**src/shared/fpm_pkg.sv**
```systemverilog
// Contract
// Line start begins 3.5 ms soft-start
// Soft-start caps on-time 12.5/25/50 percent
// Output above minimum during soft-start: PFM
// Fault retry only after supply recharge
// Start at 12 V, lockout at 6 V
// Soft-start end, normal output: CV PWM
// No aux signal for 20 pulses: shutdown
// Load below limit: constant-voltage regulation
// CC holds current regardless of voltage
// Load estimated per cycle; CC wins
// Output at 20 percent: stop, restart
// Persistent overload repeats as hiccup
// PWM at high power, PFM light load
// Sample aux each cycle into feedback
// On-time from line and feedback
// Line sense scaled 0.0043; regulation, UV/OV
// Constant 40 kHz in CV and CC
// Missing aux edge extends off; 75 us stop
// PFM below 10 percent load, back automatically
// No constant-current during soft-start
// Gate low in lockout, fault, restart wait
// Soft-start stages timed by clock counts
package fpm_pkg;
  localparam int CLK_HZ     = 200_000_000;
  localparam int CLK_PER_US = CLK_HZ / 1_000_000;
  localparam int SS1_US     = 500;
  localparam int SS2_US     = 1000;
  localparam int SS3_US     = 2000;
  localparam int SW_HZ      = 40_000;
  localparam int PMAX_US    = 75;
  localparam int SS1_CYC    = CLK_PER_US * SS1_US;
  localparam int SS2_CYC    = CLK_PER_US * SS2_US;
  localparam int SS3_CYC    = CLK_PER_US * SS3_US;
  localparam int SW_PER_CYC = CLK_HZ / SW_HZ;
  localparam int PMAX_CYC   = CLK_PER_US * PMAX_US;

  localparam int CW = 20;
  localparam int TW = 12;
  localparam int AW = 8;
  localparam int DW = 32;
  localparam int VW = 10;

  localparam logic [TW-1:0] ON_MAX     = TW'(SW_PER_CYC / 2);
  localparam int            SS1_SHR    = 3;
  localparam int            SS2_SHR    = 2;
  localparam int            SS3_SHR    = 1;
  localparam logic [TW-1:0] SAMPLE_DLY = 12'h0C8;
  localparam logic [4:0]    NO_AUX_LIM = 5'h14;
  localparam int            ERR_SHR    = 2;
  localparam int            LFF_SHR    = 3;
  localparam int            PFM_SHL    = 1;

  localparam logic [VW-1:0] FB_REF_DEF  = 10'h200;
  localparam int            COLL_PCT    = 20;
  localparam int            FBMIN_PCT   = 90;
  localparam int            FBOV_PCT    = 110;
  localparam logic [VW-1:0] FB_COLLAPSE = VW'(FB_REF_DEF * COLL_PCT / 100);
  localparam logic [VW-1:0] FB_MIN      = VW'(FB_REF_DEF * FBMIN_PCT / 100);
  localparam logic [VW-1:0] FB_OV       = VW'(FB_REF_DEF * FBOV_PCT / 100);
  localparam logic [VW-1:0] AUX_PRESENT = 10'h020;

  // Line pin volts per line volt, in parts per million
  localparam int            LINE_SCALE_PPM = 4300;
  localparam int            ADC_FS_MV      = 2500;
  localparam int            ADC_CODES      = 1024;
  localparam int            LINE_UV_MV     = 240;
  localparam int            LINE_OV_MV     = 1930;
  localparam logic [VW-1:0] LINE_UV  = VW'(LINE_UV_MV * ADC_CODES / ADC_FS_MV);
  localparam logic [VW-1:0] LINE_OV  = VW'(LINE_OV_MV * ADC_CODES / ADC_FS_MV);
  localparam logic [VW-1:0] LINE_NOM = 10'h180;

  localparam int            LOAD_SHR    = 10;
  localparam logic [TW-1:0] LOAD_NOM    = 12'h400;
  localparam int            PFM_PCT     = 10;
  localparam logic [TW-1:0] LOAD_ILIM   = LOAD_NOM;
  localparam logic [TW-1:0] LOAD_PFM_LO = TW'(LOAD_NOM * PFM_PCT / 100);
  localparam logic [TW-1:0] LOAD_PFM_HI = TW'(2 * LOAD_NOM * PFM_PCT / 100);

  localparam logic [AW-1:0] REG_CTRL  = 8'h00;
  localparam logic [AW-1:0] REG_REF   = 8'h04;
  localparam logic [AW-1:0] REG_STAT  = 8'h08;
  localparam logic [AW-1:0] REG_FAULT = 8'h0C;
  localparam logic [AW-1:0] REG_FB    = 8'h10;
  localparam logic [AW-1:0] REG_LOAD  = 8'h14;
  localparam logic [AW-1:0] REG_ON    = 8'h18;
  localparam int            CTRL_EN   = 0;
  localparam int            ST_STATE  = 0;
  localparam int            ST_MODE   = 4;
  localparam int            ST_GATE   = 7;
  localparam int            ST_SUPOK  = 8;

  localparam int FLT_W        = 5;
  localparam int FLT_COLLAPSE = 0;
  localparam int FLT_NOAUX    = 1;
  localparam int FLT_PMAX     = 2;
  localparam int FLT_LINE     = 3;
  localparam int FLT_OV       = 4;

  typedef enum logic [3:0] {
    ST_LOCK = 4'b0001,
    ST_SOFT = 4'b0010,
    ST_RUN  = 4'b0100,
    ST_HALT = 4'b1000
  } fpm_state_t;

  typedef enum logic [2:0] {
    MD_CV  = 3'b001,
    MD_CC  = 3'b010,
    MD_PFM = 3'b100
  } fpm_mode_t;
endpackage : fpm_pkg

```
**src/rtl/fpm_sync.sv**
```systemverilog
`timescale 1ns/100ps
module fpm_sync #(
  parameter int W = 1
) (
  // Clock and reset
  input  wire logic         clk,
  input  wire logic         rst_n,
  // Data
  input  wire logic [W-1:0] d,
  output logic      [W-1:0] q
);
  logic [W-1:0] meta;

  always_ff @(posedge clk or negedge rst_n) begin
    if (!rst_n) begin
      meta <= '0;
      q    <= '0;
    end else begin
      meta <= d;
      q    <= meta;
    end
  end
endmodule : fpm_sync

```
**src/rtl/fpm_seq_top.sv**
```systemverilog
`timescale 1ns/100ps
module fpm_seq_top #(
  parameter int SS1_LEN    = fpm_pkg::SS1_CYC,
  parameter int SS2_LEN    = fpm_pkg::SS2_CYC,
  parameter int SS3_LEN    = fpm_pkg::SS3_CYC,
  parameter int SW_PERIOD  = fpm_pkg::SW_PER_CYC,
  parameter int PERIOD_MAX = fpm_pkg::PMAX_CYC
) (
  // Clock and reset
  input  wire logic                  CLK,
  input  wire logic                  RST_B,
  // Register port
  input  wire logic [fpm_pkg::AW-1:0] ADDR,
  input  wire logic [fpm_pkg::DW-1:0] WR_DATA,
  input  wire logic                  WR_EN,
  input  wire logic                  RD_EN,
  output logic      [fpm_pkg::DW-1:0] RD_DATA,
  // Supply threshold comparators
  input  wire logic                  SUPPLY_START,
  input  wire logic                  SUPPLY_LOW,
  // Line and auxiliary sense
  input  wire logic                  LINE_START,
  input  wire logic [fpm_pkg::VW-1:0] LINE_LVL,
  input  wire logic [fpm_pkg::VW-1:0] AUX_LVL,
  input  wire logic                  AUX_CMP,
  // Power switch
  output logic                       GATE_DRV
);
  import fpm_pkg::*;

  localparam int SYW = 2 * VW + 4;

  logic             rst_meta;
  logic             rst_n;
  logic [SYW-1:0]   sy;
  logic             sup_start;
  logic             sup_low;
  logic             line_start;
  logic             aux_cmp;
  logic [VW-1:0]    line_lvl;
  logic [VW-1:0]    aux_lvl;

  fpm_state_t       state, next_state;
  fpm_mode_t        mode, next_mode;
  logic [CW-1:0]    ss_cnt, next_ss_cnt;
  logic [CW-1:0]    cyc_cnt, next_cyc_cnt;
  logic [TW-1:0]    on_cmd, next_on_cmd;
  logic [VW-1:0]    fb, next_fb;
  logic [TW-1:0]    load_est, next_load_est;
  logic             aux_seen, next_aux_seen;
  logic             aux_prev, next_aux_prev;
  logic [4:0]       no_aux, next_no_aux;
  logic             sup_ok, next_sup_ok;
  logic [FLT_W-1:0] fault, next_fault;
  logic             en, next_en;
  logic [VW-1:0]    ref_lvl, next_ref_lvl;
  logic             next_gate;
  logic [DW-1:0]    next_rd;

  logic [FLT_W-1:0] flt_set;
  logic [FLT_W-1:0] flt_clr;
  logic             aux_fall;
  logic             switching;
  logic [TW-1:0]    cap;
  logic [CW-1:0]    per;
  logic signed [10:0] err;
  logic signed [10:0] lff;
  logic signed [13:0] req;
  logic [TW-1:0]    on_lim;
  logic [TW-1:0]    on_cc;
  logic [21:0]      prod;
  logic             cyc_end;

  // Reset released through two flops, asserted at once
  always_ff @(posedge CLK or negedge RST_B) begin
    if (!RST_B) begin
      rst_meta <= 1'b0;
      rst_n    <= 1'b0;
    end else begin
      rst_meta <= 1'b1;
      rst_n    <= rst_meta;
    end
  end

  fpm_sync #(.W(SYW)) u_sync (
    .clk   (CLK),
    .rst_n (rst_n),
    .d     ({SUPPLY_START, SUPPLY_LOW, LINE_START, AUX_CMP, LINE_LVL, AUX_LVL}),
    .q     (sy)
  );

  assign sup_start  = sy[SYW-1];
  assign sup_low    = sy[SYW-2];
  assign line_start = sy[SYW-3];
  assign aux_cmp    = sy[SYW-4];
  assign line_lvl   = sy[2*VW-1:VW];
  assign aux_lvl    = sy[VW-1:0];

  always_comb begin
    next_state    = state;
    next_mode     = mode;
    next_ss_cnt   = ss_cnt;
    next_cyc_cnt  = cyc_cnt;
    next_on_cmd   = on_cmd;
    next_fb       = fb;
    next_load_est = load_est;
    next_aux_seen = aux_seen;
    next_aux_prev = aux_cmp;
    next_no_aux   = no_aux;
    next_en       = en;
    next_ref_lvl  = ref_lvl;
    next_gate     = 1'b0;
    next_rd       = '0;
    flt_set       = '0;
    flt_clr       = '0;

    if (WR_EN) begin
      if (ADDR == REG_CTRL) begin
        next_en = WR_DATA[CTRL_EN];
      end else if (ADDR == REG_REF) begin
        next_ref_lvl = WR_DATA[VW-1:0];
      end else if (ADDR == REG_FAULT) begin
        flt_clr = WR_DATA[FLT_W-1:0];
      end
    end

    if (RD_EN) begin
      if (ADDR == REG_CTRL) begin
        next_rd[CTRL_EN] = en;
      end else if (ADDR == REG_REF) begin
        next_rd[VW-1:0] = ref_lvl;
      end else if (ADDR == REG_STAT) begin
        next_rd[ST_STATE +: 4] = state;
        next_rd[ST_MODE +: 3]  = mode;
        next_rd[ST_GATE]       = GATE_DRV;
        next_rd[ST_SUPOK]      = sup_ok;
      end else if (ADDR == REG_FAULT) begin
        next_rd[FLT_W-1:0] = fault;
      end else if (ADDR == REG_FB) begin
        next_rd[VW-1:0] = fb;
      end else if (ADDR == REG_LOAD) begin
        next_rd[TW-1:0] = load_est;
      end else if (ADDR == REG_ON) begin
        next_rd[TW-1:0] = on_cmd;
      end
    end

    // Hysteretic supply lockout
    next_sup_ok = sup_ok;
    if (sup_low) begin
      next_sup_ok = 1'b0;
    end else if (sup_start) begin
      next_sup_ok = 1'b1;
    end

    aux_fall  = aux_prev & ~aux_cmp;
    switching = (state == ST_SOFT) || (state == ST_RUN);

    // Soft-start on-time ceiling per stage
    cap = ON_MAX;
    if (state == ST_SOFT) begin
      if (ss_cnt < CW'(SS1_LEN)) begin
        cap = ON_MAX >> SS1_SHR;
      end else if (ss_cnt < CW'(SS1_LEN + SS2_LEN)) begin
        cap = ON_MAX >> SS2_SHR;
      end else begin
        cap = ON_MAX >> SS3_SHR;
      end
    end

    // PFM stretches the period; CV and CC keep the fixed one
    per = (mode == MD_PFM) ? CW'(SW_PERIOD << PFM_SHL) : CW'(SW_PERIOD);

    // On-time from feedback error plus line feed-forward
    err = $signed({1'b0, ref_lvl}) - $signed({1'b0, fb});
    lff = $signed({1'b0, LINE_NOM}) - $signed({1'b0, line_lvl});
    req = $signed({2'b00, on_cmd}) + 14'(err >>> ERR_SHR) + 14'(lff >>> LFF_SHR);
    if (req < 14'sd1) begin
      on_lim = TW'(1);
    end else if (req > $signed({2'b00, cap})) begin
      on_lim = cap;
    end else begin
      on_lim = req[TW-1:0];
    end

    // CC walks the on-time to hold the load estimate at the limit
    if (load_est > LOAD_ILIM) begin
      on_cc = (on_cmd > TW'(1)) ? on_cmd - TW'(1) : on_cmd;
    end else begin
      on_cc = (on_lim > on_cmd) ? on_cmd + TW'(1) : on_lim;
    end

    prod    = 22'(on_cmd) * 22'(line_lvl);
    cyc_end = switching && (cyc_cnt >= per - CW'(1)) && aux_seen;

    case (state)
      ST_LOCK: begin
        if (en && sup_ok && line_start && line_lvl >= LINE_UV && line_lvl <= LINE_OV) begin
          next_state    = ST_SOFT;
          next_mode     = MD_CV;
          next_ss_cnt   = '0;
          next_cyc_cnt  = '0;
          next_on_cmd   = TW'(1);
          next_aux_seen = 1'b0;
          next_no_aux   = '0;
          // Stale samples from the last run must not pick the mode
          next_fb       = '0;
          next_load_est = '0;
          next_gate     = 1'b1;
        end
      end
      ST_SOFT, ST_RUN: begin
        next_cyc_cnt = cyc_cnt + CW'(1);
        next_gate    = (cyc_cnt + CW'(1)) < CW'(on_cmd);
        if (cyc_cnt == CW'(on_cmd) + CW'(SAMPLE_DLY)) begin
          next_fb = aux_lvl;
        end
        if (cyc_cnt >= CW'(on_cmd) && aux_fall) begin
          next_aux_seen = 1'b1;
        end
        if (state == ST_SOFT) begin
          next_ss_cnt = ss_cnt + CW'(1);
          if (fb >= FB_MIN) begin
            next_state = ST_RUN;
            next_mode  = MD_PFM;
          end else if (ss_cnt >= CW'(SS1_LEN + SS2_LEN + SS3_LEN - 1)) begin
            next_state = ST_RUN;
            next_mode  = MD_CV;
          end
        end
        if (cyc_end) begin
          next_cyc_cnt  = '0;
          next_aux_seen = 1'b0;
          next_gate     = 1'b1;
          next_load_est = prod[LOAD_SHR +: TW];
          next_on_cmd   = on_lim;
          if (state == ST_RUN) begin
            if (load_est >= LOAD_ILIM || (mode == MD_CC && on_lim >= on_cmd)) begin
              next_mode   = MD_CC;
              next_on_cmd = on_cc;
            end else if (load_est < LOAD_PFM_LO) begin
              next_mode = MD_PFM;
            end else if (mode == MD_PFM && load_est < LOAD_PFM_HI) begin
              next_mode = MD_PFM;
            end else begin
              next_mode = MD_CV;
            end
            next_no_aux = (fb < AUX_PRESENT) ? no_aux + 5'h01 : '0;
            if (fb < AUX_PRESENT && no_aux + 5'h01 >= NO_AUX_LIM) begin
              flt_set[FLT_NOAUX] = 1'b1;
            end
            // Absent aux is the no-aux fault, not a collapse
            if (fb <= FB_COLLAPSE && fb >= AUX_PRESENT) begin
              flt_set[FLT_COLLAPSE] = 1'b1;
            end
            if (fb > FB_OV) begin
              flt_set[FLT_OV] = 1'b1;
            end
          end
        end else if (cyc_cnt >= CW'(PERIOD_MAX - 1)) begin
          flt_set[FLT_PMAX] = 1'b1;
        end
        if (line_lvl < LINE_UV || line_lvl > LINE_OV) begin
          flt_set[FLT_LINE] = 1'b1;
        end
        if (flt_set != '0) begin
          next_state = ST_HALT;
          next_gate  = 1'b0;
        end
      end
      ST_HALT: begin
        // Stay biased; supply bleeds down and must recharge to start
        if (!sup_ok) begin
          next_state = ST_LOCK;
        end
      end
      default: begin
        next_state = ST_LOCK;
      end
    endcase

    if (!en || !sup_ok) begin
      if (state != ST_HALT || !sup_ok) begin
        next_state = ST_LOCK;
      end
      next_gate = 1'b0;
    end

    // A fault raised in the clearing cycle survives
    next_fault = (fault & ~flt_clr) | flt_set;
  end

  always_ff @(posedge CLK or negedge rst_n) begin
    if (!rst_n) begin
      state    <= ST_LOCK;
      mode     <= MD_CV;
      ss_cnt   <= '0;
      cyc_cnt  <= '0;
      on_cmd   <= '0;
      fb       <= '0;
      load_est <= '0;
      aux_seen <= 1'b0;
      aux_prev <= 1'b0;
      no_aux   <= '0;
      sup_ok   <= 1'b0;
      fault    <= '0;
      en       <= 1'b1;
      ref_lvl  <= FB_REF_DEF;
      GATE_DRV <= 1'b0;
      RD_DATA  <= '0;
    end else begin
      state    <= next_state;
      mode     <= next_mode;
      ss_cnt   <= next_ss_cnt;
      cyc_cnt  <= next_cyc_cnt;
      on_cmd   <= next_on_cmd;
      fb       <= next_fb;
      load_est <= next_load_est;
      aux_seen <= next_aux_seen;
      aux_prev <= next_aux_prev;
      no_aux   <= next_no_aux;
      sup_ok   <= next_sup_ok;
      fault    <= next_fault;
      en       <= next_en;
      ref_lvl  <= next_ref_lvl;
      GATE_DRV <= next_gate;
      RD_DATA  <= next_rd;
    end
  end
endmodule : fpm_seq_top

```
**config.mk**
```make
export PLATFORM = sky130hd
export DESIGN_NAME = fpm_seq_top
export DESIGN_NICKNAME = d
export VERILOG_FILES = /design/src/shared/fpm_pkg.sv /design/src/rtl/fpm_sync.sv /design/src/rtl/fpm_seq_top.sv
export SDC_FILE = /design/constraint.sdc
export NUM_CORES = 1
export LEC_CHECK = 0
export ABC_AREA = 1
export BUFFER_PORTS_ARGS = -buffer_cell sky130_fd_sc_hd__clkbuf_2
export CORE_UTILIZATION = 60
export DETAILED_ROUTE_END_ITERATION = 8
export HOLD_SLACK_MARGIN = 0.15
export PLACE_DENSITY = 0.83
export SYNTH_ARGS = -nofsm -noshare
export SYNTH_HDL_FRONTEND = slang
export SYNTH_SLANG_ARGS = --single-unit
```
**constraint.sdc**
```tcl
create_clock -name CLK -period 6.5 [get_ports CLK]
set_input_delay 0.325 -clock CLK [delete_from_list [all_inputs] [get_ports CLK]]
set_output_delay 0.325 -clock CLK [all_outputs]
set_load 0.01 [all_outputs]
```
==> flow_metrics.tcl <==
set metrics [dict create \
    crit_slowest_cell "fa_1" \
    die-height_um 164 \
    final_nets 2557 \
    crit_family "simple AND/OR/NAND/NOR gates" \
    layout_common_cells "516 x nand2_1, 348 x inv_1, 163 x dfrtp_1" \
    yosysTopAreaCellShare_pct 26.0 \
    leakage_uw 0.00969 \
    synth_area_leader_cell "dfrtp_1" \
    numCtsBuffers 17 \
    rr_endpoint "on_cmd[5]" \
    skew_ps 19.7 \
    grt_max_degree 87 \
    met3_usage_pct 6.14 \
    layout_min_cycle_time_ps 6420 \
    min_to "ref_lvl[4]" \
    cts_root_buf "clkbuf_16" \
    antenna_found_initial 1 \
    htreeDepth 4 \
    finalSetupViolCount 0 \
    endpoint_kind "flip-flop" \
    drc 0 \
    hold_path_class "input port to flip-flop" \
    drive_gt1_share_pct 13.3 \
    worstPathRequired_ps 6830 \
    gp_congestion 0.963 \
    dp_cells 2514 \
    drt_iter0_drc 1372 \
    cp_max_fo 6 \
    firstDrtPassIters 7 \
    startpoint_type "flip-flop" \
    initial_core_util_pct 62.0 \
    r2r_start "ref_lvl[2]" \
    port_buffers 58 \
    ir_drop_mv 0.195 \
    slowest_delay_ps 550 \
    holdPathStages 3 \
    avgSynthCellArea_um2 7.42 \
    ant_nets 0 \
    vias 15207 \
    fmax_mhz 156 \
    grt-busiest-layer "met2" \
    grt_pass1_wl_um 73300 \
    outcome "finished, final reports clean" \
    ios 101 \
    worstHoldStart "WR_DATA[4]" \
    syn_inst 2127 \
    cap_violations 0 \
    use_met2_pct 59.1 \
    insertion_delay_ps 450 \
    path_common_cell "nand2_1" \
    p_per_area_nw_per_um2 238 \
    n_antenna_cell 0 \
    synth_edf_count 0 \
    maxSlewViolCount 0 \
    setup_tns_ps 0 \
    post_drt_wl_per_cell_um 18.0 \
    synth.distinct_cells 58 \
    layout_commonest_cell "nand2_1" \
    crit_buf_inv 9 \
    row_count 58 \
    critPathArrivalTime_ps 6750 \
    ys_seq_area_share_pct 26.7 \
    die_w_um 164 \
    grt_pass1_vias 14630 \
    grt_setup_unrepaired "yes" \
    syn-cell-area_um2 15800 \
    cts_tree "built" \
    fin_cells 2602 \
    core_um2 25500 \
    ys_ff_latch 168 \
    timing.final.crit_share_pct 98.7 \
    synth-async-reset-ratio_pct 100 \
    syn2layout_area_growth_pct 15.5 \
    ff2ff_setup_slack_ps 80 \
    ys.flop_type "dfrtp_1" \
    grtUsageMet1_pct 44.1 \
    grt.overflow.total 0 \
    final-hold-violation-count 0 \
    critPathKind "flip-flop to flip-flop" \
    yosys_warnings 0 \
    tightestPinTransition_ps 1060 \
    reg2reg_depth 52 \
    cts.clk_slew.worst_paths_ps 90 \
    cts_num_sinks 168 \
    fin_util_pct 71.5 \
    fp.dieArea_um2 27000 \
    vias_per_cell 5.84 \
    drt-total-wl_um 46900 \
    relSlewSlack_pct 29.2 \
    grt.total_usage_pct 35.3 \
    hpwl_um 33800 \
    yosys-top-cells-area "dfrtp_1 26%, nand2_1 13%, fa_1 12%" \
    clock_path_buffers 2 \
]
## Yosys cell counts, types with 5 or more instances
| master | instances |
|---|---|
| ha_1 | 139 |
| o221ai_1 | 7 |
| inv_1 | 359 |
| o21ai_1 | 5 |
| nand2_1 | 535 |
| nand4_1 | 34 |
| o211ai_1 | 12 |
| buf_2 | 19 |
| xor2_1 | 42 |
| o21ai_0 | 97 |
| nor2_1 | 150 |
| o31ai_1 | 14 |
| a211oi_1 | 8 |
| fa_1 | 91 |
| xnor2_1 | 11 |
| nand3_1 | 125 |
| nor3_1 | 43 |
| clkbuf_1 | 38 |
| nor4_1 | 10 |
| nand3b_1 | 5 |
| dfrtp_1 | 164 |
| a21oi_1 | 93 |
| mux2_2 | 5 |
| buf_4 | 22 |
| nand2_2 | 6 |
| nor3b_1 | 7 |
| o22ai_1 | 22 |
## logic make-up after synthesis
group                    share of synthesized area [%]
AO/OA/AOI/OAI                                     10.6
other                                           0.0476
buffers and inverters                             11.5
multiplexers                                     0.420
flip-flops                                        26.7
AND/OR/NAND/NOR                                   25.3
adder cells (fa/ha/maj)                           22.6
XOR/XNOR                                          2.94
## per-stage QoR
stage	hold WS (ps)	setup slack [ps]	area (um^2)	total power, uW
after global routing	166	-308	18200	4630
after global placement	106	66.1	16600	2810
after floorplan	29.4	382	15900	2410
final	157	82.5	18200	4340
after detailed placement	108	-63.9	16600	2870
after CTS	156	1.79	17600	3990
## final cells by class
| type | instances | area [um^2] |
|---|---|---|
| timing repair buffer | 178 | 1320 |
| fill | 1925 | 7250 |
| inverter | 366 | 1380 |
| sequential | 168 | 4210 |
| clock buffer | 17 | 425 |
| multi-input combinational | 1528 | 10300 |
| clock inverter | 15 | 209 |
| tap | 330 | 413 |
## repair_timing
action,4_1_cts,5_1_grt
pin swaps,1,37
buffers inserted,0,18
hold buffers,36,0
endpoints found under the setup margin,15,15
cloned,0,2
hold endpoints to repair,39,0
resized for setup,5,110
## per-layer routing
metal | share of wire [%] | routed length, um
met2 | 47 | 22300
met5 | 0 | 0
met3 | 8.9 | 4190
met1 | 39 | 18100
met4 | 4.9 | 2320
## worst reg2reg max path, delay by kind of cell, from the launching register on
kind | cells | cell delay, ps
adders and majority gates | 5 | 1620
DFF | 1 | 430
buffers and inverters | 9 | 820
and+or+nand+nor | 33 | 2790
AOI/OAI and AO/OA | 4 | 560
xor gates and xnor gates | 1 | 100
## worst max path at each step
stage | startpoint | end | slack (ps) | cells past startpoint
after floorplan | fb[2] | on_cmd[10] | 380 | 50
after global placement | fb[2] | on_cmd[11] | 70 | 48
after detailed placement | fb[2] | on_cmd[11] | -60 | 48
after CTS | fb[2] | on_cmd[2] | 2 | 52
after global routing | fb[2] | on_cmd[4] | -310 | 51
final | ref_lvl[2] | on_cmd[5] | 80 | 52
## registers in the layout, indices dropped and copies added (netlist names)
register     flops
en               1
ss_cnt          20
mode             3
u_sync.meta     24
aux_seen         1
rst_n            1
on_cmd          12
RD_DATA         12
sup_ok           1
fault            5
GATE_DRV         1
fb              10
ref_lvl         10
no_aux           5
load_est        12
state            4
rst_meta         1
u_sync.q        24
aux_prev         1
cyc_cnt         20
## power breakdown
group / switching (uW) / internal (uW) / leakage (uW)
clock: 556 / 534 / 0.000303
combinational: 1180 / 793 / 0.00736
sequential: 123 / 1150 / 0.00202
Note: power is estimated with default switching activity, not from simulation.
